===== config.mk =====
export PLATFORM = sky130hd
export DESIGN_NAME = act_coinc_ts
export DESIGN_NICKNAME = d
export VERILOG_FILES = /design/src/hw/act_pkg.sv /design/src/hw/act_coinc_ts.sv
export SDC_FILE = /design/constraint.sdc
export NUM_CORES = 1
export LEC_CHECK = 0
export BUFFER_PORTS_ARGS = -buffer_cell sky130_fd_sc_hd__buf_2
export CORE_MARGIN = 8
export CORE_UTILIZATION = 50
export CTS_CLUSTER_DIAMETER = 50
export DETAILED_ROUTE_END_ITERATION = 7
export GPL_TIMING_DRIVEN = 0
export PLACE_DENSITY = 0.7
export SLEW_MARGIN = 25
export SYNTH_ARGS = -nofsm -noshare
export SYNTH_HDL_FRONTEND = slang
export SYNTH_SLANG_ARGS = --single-unit

===== constraint.sdc =====
create_clock -name ref_clk -period 3 [get_ports ref_clk]
set_input_delay 0 -clock ref_clk [delete_from_list [all_inputs] [get_ports ref_clk]]
set_output_delay 0 -clock ref_clk [all_outputs]
set_load 0.05 [all_outputs]

===== src/hw/act_pkg.sv =====
// Shared constants, carrier types and states for the coincidence and time-stamp block.
package act_pkg;

    localparam int ADC_NUM = 8;
    localparam int ADC_W   = 16;
    localparam int TS_W    = 48;
    localparam int CNT_W   = 16;
    localparam int SEL_W   = 3;
    localparam int SER_W   = 32;

    localparam int CLK_NS        = 25;
    localparam int TS_RES_NS     = 50;
    localparam int TS_TICK_CYC   = (TS_RES_NS + CLK_NS - 1) / CLK_NS;
    localparam logic [7:0] TICK_LAST = 8'(TS_TICK_CYC - 1);

    localparam int ID_TIME_MS     = 2000;
    localparam int BLINK_HALF_MS  = 250;
    localparam int ID_TIME_CYC    = ID_TIME_MS * (1000000 / CLK_NS);
    localparam int BLINK_HALF_CYC = BLINK_HALF_MS * (1000000 / CLK_NS);

    // Serial number default is an arbitrary value.
    localparam logic [SER_W-1:0] SERIAL_DEF = 32'h0000_5a5a;
    localparam logic [TS_W-1:0]  TS_RST     = 48'h0000_0000_0000;

    typedef logic [ADC_NUM-1:0][ADC_W-1:0] act_data_t;

    typedef struct packed {
        logic [ADC_NUM-1:0] start_en;
        logic [ADC_NUM-1:0] active_en;
        logic [CNT_W-1:0]   coinc_cyc;
        logic [CNT_W-1:0]   timeout_cyc;
        logic [SEL_W-1:0]   cap_sel;
        logic               aux1_dir_out;
        logic               aux1_out_val;
        logic               aux1_active_low;
        logic               ts_reset_aux;
        logic               ts_insert_en;
    } act_cfg_t;

    typedef struct packed {
        logic [ADC_NUM-1:0] mask;
        act_data_t          data;
        logic [TS_W-1:0]    ts;
    } act_evt_t;

    typedef enum logic [1:0] {ST_IDLE, ST_WINDOW, ST_WAIT, ST_EMIT} act_state_t;

endpackage


===== src/hw/act_coinc_ts.sv =====
// Coincidence gathering of converter results with 48-bit time stamping and identify.
`timescale 1ns/1ps
module act_coinc_ts #(
    parameter int unsigned               ID_CYC    = act_pkg::ID_TIME_CYC,
    parameter int unsigned               BLINK_CYC = act_pkg::BLINK_HALF_CYC,
    parameter logic [act_pkg::SER_W-1:0] SERIAL    = act_pkg::SERIAL_DEF
) (
    input  wire logic                          ref_clk,
    input  wire logic                          arst_n,
    input  act_pkg::act_cfg_t                  cfg,
    input  wire logic [act_pkg::ADC_NUM-1:0]   conv_busy,
    input  wire logic [act_pkg::ADC_NUM-1:0]   conv_done,
    input  act_pkg::act_data_t                 conv_data,
    input  wire logic                          aux1_in,
    input  wire logic                          id_req,
    output logic [act_pkg::ADC_NUM-1:0]        conv_ack,
    output logic                               evt_valid,
    output act_pkg::act_evt_t                  evt,
    output logic                               aux1_out,
    output logic                               aux1_oe,
    output logic                               id_valid,
    output logic [act_pkg::SER_W-1:0]          id_serial,
    output logic                               id_led
);
    import act_pkg::*;

    // Pin synchronisers; the data bus is synchronised too, through the same two stages as done.
    logic [ADC_NUM-1:0] busy_m, busy_s, busy_d, done_m, done_s;
    act_data_t          data_m, data_s;
    logic               aux_m, aux_s;

    always_ff @(posedge ref_clk or negedge arst_n) begin
        if (!arst_n) begin
            busy_m <= '0;
            busy_s <= '0;
            busy_d <= '0;
            done_m <= '0;
            done_s <= '0;
            data_m <= '0;
            data_s <= '0;
            aux_m  <= 1'b0;
            aux_s  <= 1'b0;
        end else begin
            busy_m <= conv_busy;
            busy_s <= busy_m;
            busy_d <= busy_s;
            done_m <= conv_done;
            done_s <= done_m;
            data_m <= conv_data;
            data_s <= data_m;
            aux_m  <= aux1_in;
            aux_s  <= aux_m;
        end
    end

    logic [ADC_NUM-1:0] busy_rise;
    assign busy_rise = busy_s & ~busy_d;

    // Event gathering.
    act_state_t         st_reg, st_next;
    logic [CNT_W-1:0]   cnt_reg, cnt_next;
    logic [ADC_NUM-1:0] hit_reg, hit_next, got_reg, got_next, ack_reg, ack_next;
    act_data_t          data_reg, data_next;
    logic               evt_valid_reg, evt_valid_next;
    act_evt_t           evt_reg, evt_next;
    logic [TS_W-1:0]    ts_reg, ts_next, ts_cap_reg, ts_cap_next;
    logic [ADC_NUM-1:0] open_req, take;

    always_comb begin
        st_next        = st_reg;
        cnt_next       = cnt_reg;
        hit_next       = hit_reg;
        got_next       = got_reg;
        data_next      = data_reg;
        ack_next       = '0;
        evt_valid_next = 1'b0;
        evt_next       = evt_reg;
        open_req       = busy_rise & cfg.start_en & cfg.active_en;
        take           = hit_reg & done_s & ~got_reg;
        unique case (st_reg)
            ST_IDLE: begin
                if (|open_req) begin
                    st_next   = ST_WINDOW;
                    cnt_next  = cfg.coinc_cyc;
                    hit_next  = busy_rise & cfg.active_en;
                    got_next  = '0;
                    data_next = '0;
                end
            end
            ST_WINDOW: begin
                // Non-start converters may only join, here or in the opening cycle, never open.
                hit_next = hit_reg | (busy_rise & cfg.active_en);
                if (cnt_reg == '0) begin
                    st_next  = ST_WAIT;
                    cnt_next = cfg.timeout_cyc;
                end else begin
                    cnt_next = cnt_reg - CNT_W'(1);
                end
            end
            ST_WAIT: begin
                got_next = got_reg | take;
                ack_next = take;
                for (int i = 0; i < ADC_NUM; i++) begin
                    if (take[i]) begin
                        data_next[i] = data_s[i];
                    end
                end
                if ((got_reg | take) == hit_reg) begin
                    st_next = ST_EMIT;
                end else if (cnt_reg == '0) begin
                    st_next = ST_EMIT;
                end else begin
                    cnt_next = cnt_reg - CNT_W'(1);
                end
            end
            ST_EMIT: begin
                // Missing converters keep the zero loaded at window open.
                evt_valid_next = 1'b1;
                evt_next.mask  = got_reg;
                evt_next.data  = data_reg;
                evt_next.ts    = cfg.ts_insert_en ? ts_cap_reg : TS_RST;
                st_next        = ST_IDLE;
            end
        endcase
    end

    always_ff @(posedge ref_clk or negedge arst_n) begin
        if (!arst_n) begin
            st_reg        <= ST_IDLE;
            cnt_reg       <= '0;
            hit_reg       <= '0;
            got_reg       <= '0;
            data_reg      <= '0;
            ack_reg       <= '0;
            evt_valid_reg <= 1'b0;
            evt_reg       <= '0;
        end else begin
            st_reg        <= st_next;
            cnt_reg       <= cnt_next;
            hit_reg       <= hit_next;
            got_reg       <= got_next;
            data_reg      <= data_next;
            ack_reg       <= ack_next;
            evt_valid_reg <= evt_valid_next;
            evt_reg       <= evt_next;
        end
    end

    // Time stamp counter, one count per resolution step rather than per clock.
    logic [7:0] tick_reg, tick_next;
    logic       aux_act, ts_rld, cap_rise;

    // With ts_reset_aux set, the counter is held in reload while the synchronised input equals aux1_active_low and runs at the other level.
    assign aux_act  = ~(aux_s ^ cfg.aux1_active_low);
    assign ts_rld   = cfg.ts_reset_aux & aux_act;
    assign cap_rise = busy_rise[cfg.cap_sel];

    always_comb begin
        tick_next   = (tick_reg == TICK_LAST) ? 8'h00 : tick_reg + 8'h01;
        ts_next     = (tick_reg == TICK_LAST) ? ts_reg + 48'h1 : ts_reg;
        ts_cap_next = cap_rise ? ts_reg : ts_cap_reg;
        if (ts_rld) begin
            tick_next = 8'h00;
            ts_next   = TS_RST;
        end
    end

    always_ff @(posedge ref_clk or negedge arst_n) begin
        if (!arst_n) begin
            tick_reg   <= 8'h00;
            ts_reg     <= TS_RST;
            ts_cap_reg <= TS_RST;
        end else begin
            tick_reg   <= tick_next;
            ts_reg     <= ts_next;
            ts_cap_reg <= ts_cap_next;
        end
    end

    // Auxiliary pin driver and identify indication.
    logic             aux_oe_reg, aux_out_reg, id_valid_reg, led_reg;
    logic             led_next;
    logic [SER_W-1:0] ser_reg, ser_next;
    logic [31:0]      id_cnt_reg, id_cnt_next, blink_reg, blink_next;

    always_comb begin
        ser_next    = id_req ? SERIAL : ser_reg;
        id_cnt_next = id_cnt_reg;
        blink_next  = blink_reg;
        led_next    = led_reg;
        if (id_req) begin
            id_cnt_next = 32'(ID_CYC);
            blink_next  = 32'h0;
            led_next    = 1'b1;
        end else if (id_cnt_reg != 32'h0) begin
            id_cnt_next = id_cnt_reg - 32'h1;
            if (blink_reg >= 32'(BLINK_CYC) - 32'h1) begin
                blink_next = 32'h0;
                led_next   = ~led_reg;
            end else begin
                blink_next = blink_reg + 32'h1;
            end
        end else begin
            led_next = 1'b0;
        end
    end

    always_ff @(posedge ref_clk or negedge arst_n) begin
        if (!arst_n) begin
            aux_oe_reg   <= 1'b0;
            aux_out_reg  <= 1'b0;
            id_valid_reg <= 1'b0;
            ser_reg      <= '0;
            id_cnt_reg   <= 32'h0;
            blink_reg    <= 32'h0;
            led_reg      <= 1'b0;
        end else begin
            aux_oe_reg   <= cfg.aux1_dir_out;
            aux_out_reg  <= cfg.aux1_out_val;
            id_valid_reg <= id_req;
            ser_reg      <= ser_next;
            id_cnt_reg   <= id_cnt_next;
            blink_reg    <= blink_next;
            led_reg      <= led_next;
        end
    end

    assign conv_ack  = ack_reg;
    assign evt_valid = evt_valid_reg;
    assign evt       = evt_reg;
    assign aux1_out  = aux_out_reg;
    assign aux1_oe   = aux_oe_reg;
    assign id_valid  = id_valid_reg;
    assign id_serial = ser_reg;
    assign id_led    = led_reg;

    // Checks; the helper flags any absent converter reported with nonzero data.
    logic miss_nz;
    always_comb begin
        miss_nz = 1'b0;
        for (int i = 0; i < ADC_NUM; i++) begin
            if (!evt_reg.mask[i] && evt_reg.data[i] != '0) begin
                miss_nz = 1'b1;
            end
        end
    end
endmodule


==> reports/results.ini, run 1 <==
[placed_design]
hpwlAfterDp_um=52900
port_buffers=407
dp_slack_ns=-1.06
place_congestion=0.930

[outcome]
status=completed

[worst_hold_path]
hold_path_class=primary input to flip-flop
hold-path-cell-count=2
min_delay_worst_endpoint=data_m[123]
min_from=conv_data[123]

[yosys]
syn_area_um2=30200
yosys.area.top_type=dfrtp_1
ys_dominant_reg_cell=dfrtp_1
synth_cell_types=65
syn_inst=2284
synth-edff-count=0
synth_top_cell_area_share_pct=68.5
ys_seq_elements=826
synthArstFlopShare_pct=100
syn_avg_cell_area_um2=13.2
ys.warnings.count=0
synthTopCellsByArea=dfrtp_1, mux2_2, a22o_1
ys_seq_area_share_pct=68.5

[setup_path]
path_common_cell=clkbuf_1
cpMaxStageDelayCell=clkbuf_1
cp_cell_sequence=ha_1, clkbuf_1, clkbuf_4, clkbuf_1, mux2_2
cp.required_ns=3.51
critical_path_class=flip-flop to flip-flop
reg2reg_from=st_reg[1]
critPathMaxStageDelay_ns=0.60
crit_arrival_ns=3.37
r2r_slack_ns=0.13
worstRegToRegCells=5
cp-start-kind=flip-flop
endpoint_kind=flip-flop
cp_max_fo=10
reg2reg_to=evt[177]

[grt]
use_met2_pct=41.7
grt-busiest-layer=met2
antenna_found_initial=8
overflow=0
grt_usage_pct=24.1
grt_pass1_vias=23200
grt_max_degree=140
globalRouteMet3Util_pct=5.62
grt_pass1_wl_um=130000
gr-usage-met1_pct=29.9

[floorplan]
row_count=90
core_area_um2=60000
ioPinCount=433
die_h_um=262
dieArea_um2=68400
start_util_pct=50.3
die_w_um=262

[clocking]
clk_path_buf_depth=3
clkTransAtPathRegs_ns=0.06
cts-buffers-inserted=90
cts-root-buf=clkbuf_16
htree_levels=3
clk_latency_ns=0.64
cts_tree=built
cts_sinks=826

[timing]
timing.fmax_mhz=349
worst_pin_slew_ns=0.957
slew_headroom_pct=36.2
slew_violations=0
timing.final.crit_share_pct=95.5
skew_ns=0.0230
layout_min_cycle_time_ns=2.87
setup_violations=0
hold_viol=0
worst_slack_ns=0.134

[finish]
multi_input_area_um2=8750
fill_cells=4147
area_growth_pct=31.3
drive_above_1_share_pct=26.7
seqCellArea_um2=20700
fin_nets=3317
largest_register_ffs=184

[drt]
routed_wl_um=82500
route.detailed.drc=0
via_count=21400
first_iter_violations=1464
dr.pass1.iters=6
drt.antenna.violating_nets=0
wl_per_cell_um=20.8
vias_per_cell=5.40

[power]
total_power_mw=34.5
power_density_nw_per_um2=871
ir_drop_mv=0.681
leakage_nw=18.9

[flow_run]
cap_viol_max_count=0

==> metal layers <==
layer,vias up,share of wire [%]
li1,9608,-
met3,145,6.6
met4,0,2.5
met5,-,0
met1,10900,40
met2,688,51
==> area by class of cell <==
cell class	count	share of cell area, %
Timing Repair Buffer	704	12.9
Antenna cell	6	0.0379
Tap cell	782	2.47
Clock inverter	42	1.36
Multi-Input combinational cell	1259	22.1
Inverter	83	0.796
Clock buffer	119	6.37
Sequential cell	826	52.2
Buffer	135	1.73
==> power by group <==
group	total [mW]	switching (mW)	internal (mW)
Sequential	13.7	1.10	12.6
Clock	11.2	4.68	6.54
Combinational	9.54	6.42	3.12
Total	34.5	12.2	22.3
==> worst max-delay path by stage <==
| stage | from | end | slack (ns) | cells past startpoint |
|---|---|---|---|---|
| after floorplan | st_reg[0] | data_reg[10] | 0.49 | 11 |
| after global placement | arst_n | data_s[40] | -14.59 | 1 |
| after detailed placement | st_reg[1] | data_reg[7] | -1.06 | 11 |
| after CTS | cnt_reg[2] | cnt_reg[8] | 0.02 | 8 |
| after global routing | cnt_reg[2] | cnt_reg[8] | -0.1 | 8 |
| final | st_reg[1] | evt[177] | 0.13 | 5 |
==> through the flow <==
step                      hold slack [ns]  setup TNS [ns]  instances  util [%]  instance area, um2
final                              0.0269               0       3956      66.0               39600
after global routing              0.00711         -0.0959       3953      66.0               39600
after CTS                       0.0000719               0       3950      65.8               39500
after detailed placement           0.0499         -100.10       3502      55.7               33500
after global placement              0.107               -       3496      55.4               33300
after floorplan                    -0.296               0       2307         -               30300
==> layout by cell type, fill, tap and decap left out, types with 47 or more instances in the layout <==
cell type / count
clkbuf_1: 78
dfrtp_1: 826
o21ai_0: 119
a22o_1: 132
nand3_1: 131
buf_2: 413
dlygate4sd3_1: 289
clkbuf_16: 90
inv_1: 82
a21oi_1: 47
mux2_2: 178
nand2_1: 88
nor2_1: 137
==> synthesized netlist by cell type (all sizes together) (6+ instances only) <==
library cell  instances
a21oi                47
a221o                 7
a22o                132
a31oi                18
and2                 20
and3                 12
and4                 10
buf                  47
clkbuf               92
dfrtp               826
ha                   14
inv                  83
mux2                178
nand2                88
nand2b                9
nand3               132
nand3b                6
nand4                32
nor2                138
nor2b                15
nor3                 45
nor3b                 7
nor4                 27
o21ai               127
o22ai                 7
or3                  24
or4                   8
xnor2                43
xor2                 38
==> cell families after synthesis <==
| kind of cell | synth area share, % |
|---|---|
| buf+inv | 3.23 |
| other cells | 0.0124 |
| mux | 6.86 |
| compound gates | 8.39 |
| flops | 68.5 |
| fa+ha+maj | 0.581 |
| simple gates | 10.1 |
| xor+xnor | 2.35 |
==> critical path: cells and delay by family, from the launching register on <==
kind | cells | cell delay, ns
multiplexers | 1 | 0.41
flip-flops | 1 | 0.42
adder cells (fa/ha/maj) | 1 | 0.21
buffers and inverters | 3 | 1.68
==> timing repair <==
action / CTS / global route
pin swaps: 2 / 2
hold buffers: 288 / 1
resized for setup: 26 / 41
buffers inserted: 1 / 1
setup endpoints to repair: 289 / 122
endpoints found under the hold margin: 422 / 1
No activity file was read; power rests on OpenSTA's default activity.
==> run 2: changes to the inputs <==
CAP_MARGIN = 10   (was unset)
CORE_UTILIZATION = 40   (was 50)
PLACE_DENSITY = 0.58   (was 0.7)
==> run 2 against run 1 <==
Core utilization decreased by 12 points. Largest power group unchanged. Clock power increased by 9%. Register-to-register slack improved by 0.03 ns.
==> reports/results.ini, run 2 (synthesis results as in run 1) <==
[setup_path]
critical_path_class=flip-flop to flip-flop
critPathLaunch=st_reg[0]
cp_max_fo=10  ; unchanged
r2r_slack_ns=0.17  ; +0.03 ns
cp.required_ns=3.54  ; +0.03 ns
cp-endpoint=evt[78]
crit_arrival_ns=3.37  ; about the same
endpoint_kind=flip-flop
reg2reg_to=evt[78]
cp-start-kind=flip-flop
reg2reg_from=st_reg[0]
worstRegToRegCells=5  ; unchanged

[grt]
overflow=0  ; unchanged
grt_pass1_wl_um=129000  ; -0.42%
grt_max_degree=140  ; unchanged
antenna_found_initial=9  ; +1
grt_pass1_vias=22800  ; -1.7%
grt_usage_pct=19.0  ; -5.1 points

[timing]
rsz0062_at_grt=yes
worst_pin_slew_ns=0.902  ; -0.0553 ns
skew_ns=0.0580  ; +0.0350 ns
timing.fmax_mhz=353  ; +1.2%
timing.final.crit_share_pct=94.4  ; -1.1 points
hold_ws_ns=0.0388  ; +0.0120 ns
slew_violations=0  ; unchanged
layout_min_cycle_time_ns=2.83  ; -0.0326 ns
slew_headroom_pct=39.3  ; +3.1 points
hold_viol=0  ; unchanged
setup_violations=0  ; unchanged

[finish]
drive_above_1_share_pct=26.6  ; -0.083 points
fin_nets=3361  ; +1.3%
area_growth_pct=34.4
layout_commonest_cell=dfrtp_1
final_area_um2=40500  ; +2.4%
layout_common_cells=dfrtp_1, buf_2, dlygate4sd3_1, mux2_2, nor2_1
largest_register_ffs=184  ; unchanged
fin_util_pct=54.4  ; -12 points

[drt]
wl_per_cell_um=19.4  ; -7.1%
routed_wl_um=81300  ; -1.4%
via_count=21200  ; -0.55%
drt.antenna.violating_nets=0  ; unchanged
route.detailed.drc=0  ; unchanged
first_iter_violations=1303  ; -11%
vias_per_cell=5.06  ; -6.3%
dr.pass1.iters=5  ; -1

[floorplan]
row_count=100  ; +11%
die_w_um=291  ; +11%
dieArea_um2=84500  ; +23%
die_h_um=291  ; +11%
start_util_pct=40.5  ; -9.8 points
core_area_um2=74600  ; +24%
ioPinCount=433  ; unchanged

[outcome]
status=completed

[power]
power_density_nw_per_um2=865  ; -0.69%
ir_drop_mv=0.574  ; -16%
leakage_nw=19.3  ; +1.8%
total_power_mw=35.1  ; +1.7%

[worst_hold_path]
hold_path_class=primary input to async pin

[clocking]
cts-root-buf=clkbuf_16
cts_tree=built
clk_path_buf_depth=3  ; unchanged
clkTransAtPathRegs_ns=0.06  ; about the same
cts-buffers-inserted=98  ; +8.9%
cts_sinks=826  ; unchanged
clk_latency_ns=0.66  ; +0.02 ns
htree_levels=3  ; unchanged

[placed_design]
place_area_um2=33700  ; +0.68%
place_congestion=0.883  ; -5.1%
hpwlAfterDp_um=55700  ; +5.2%
port_buffers=407  ; unchanged

[flow_run]
cap_viol_max_count=0  ; unchanged

run 2: cell types whose count changed in the layout (fill, tap and decap cells not counted), moves of 3 or more:
cell	before	now
inv_8	2	5
clkbuf_2	22	18
clkbuf_8	16	22
dlygate4sd3_1	289	323
clkbuf_16	90	98
clkinv_8	4	1
clkinv_4	4	10
run 2: metal layers:
metal	wire length, um	GRT usage [%]	vias to the layer above
met1	33100	23.2	10800
met4	2450	6.44	4
met5	27	0	-
met3	5440	5.11	162
li1	-	-	9704
met2	40300	32.4	621
run 2: layout make-up:
class | instances | area, um2
timing repair buffer | 738 | 5490
clock inverter | 49 | 641
sequential | 826 | 20700
fill | 6213 | 34000
tap | 969 | 1210
multi-input combinational | 1259 | 8710
clock buffer | 131 | 2800
inverter | 83 | 312
buffer | 137 | 691
antenna | 8 | 20.0
run 2: where the power goes:
group | total [mW] | switching [mW] | internal (mW) | leakage [nW]
combinational | 9.28 | 6.30 | 2.98 | 6.88
clock | 12.2 | 4.89 | 7.28 | 1.68
sequential | 13.6 | 0.987 | 12.6 | 10.7
run 2: worst max-delay path, cell delays in order (launching register included):
cell and delay, ns:
dfrtp_1 0.43, ha_1 0.29, clkbuf_1 0.53, clkbuf_4 0.51, clkbuf_1 0.58, mux2_2 0.42
run 2: per-stage QoR:
step           worst slack [ns]  std cells  setup TNS [ns]
6_report                  0.167       4200               0
5_1_grt                -0.00152       4197        -0.00309
4_1_cts                 0.00693       4193               0
3_5_place_dp              -1.29       3689         -147.55
3_3_place_gp             -15.12       3683               -
2_1_floorplan             0.491       2307               0
run 2: worst min-delay path by stage:
stage | cells past startpoint | from | end
floorplan | 0 | arst_n | aux1_oe
global placement | 1 | conv_data[20] | data_m[20]
detailed placement | 1 | arst_n | cnt_reg[10]
CTS | 3 | arst_n | data_reg[9]
global route | 2 | conv_data[50] | data_m[50]
finish | 3 | arst_n | data_m[5]
run 2: timing repair:
item	in CTS	in global routing
pin swaps	1	1
hold buffers	324	0
endpoints found under the setup margin	302	102
setup buffers	1	0
endpoints found under the hold margin	519	0
gates resized for setup	22	33
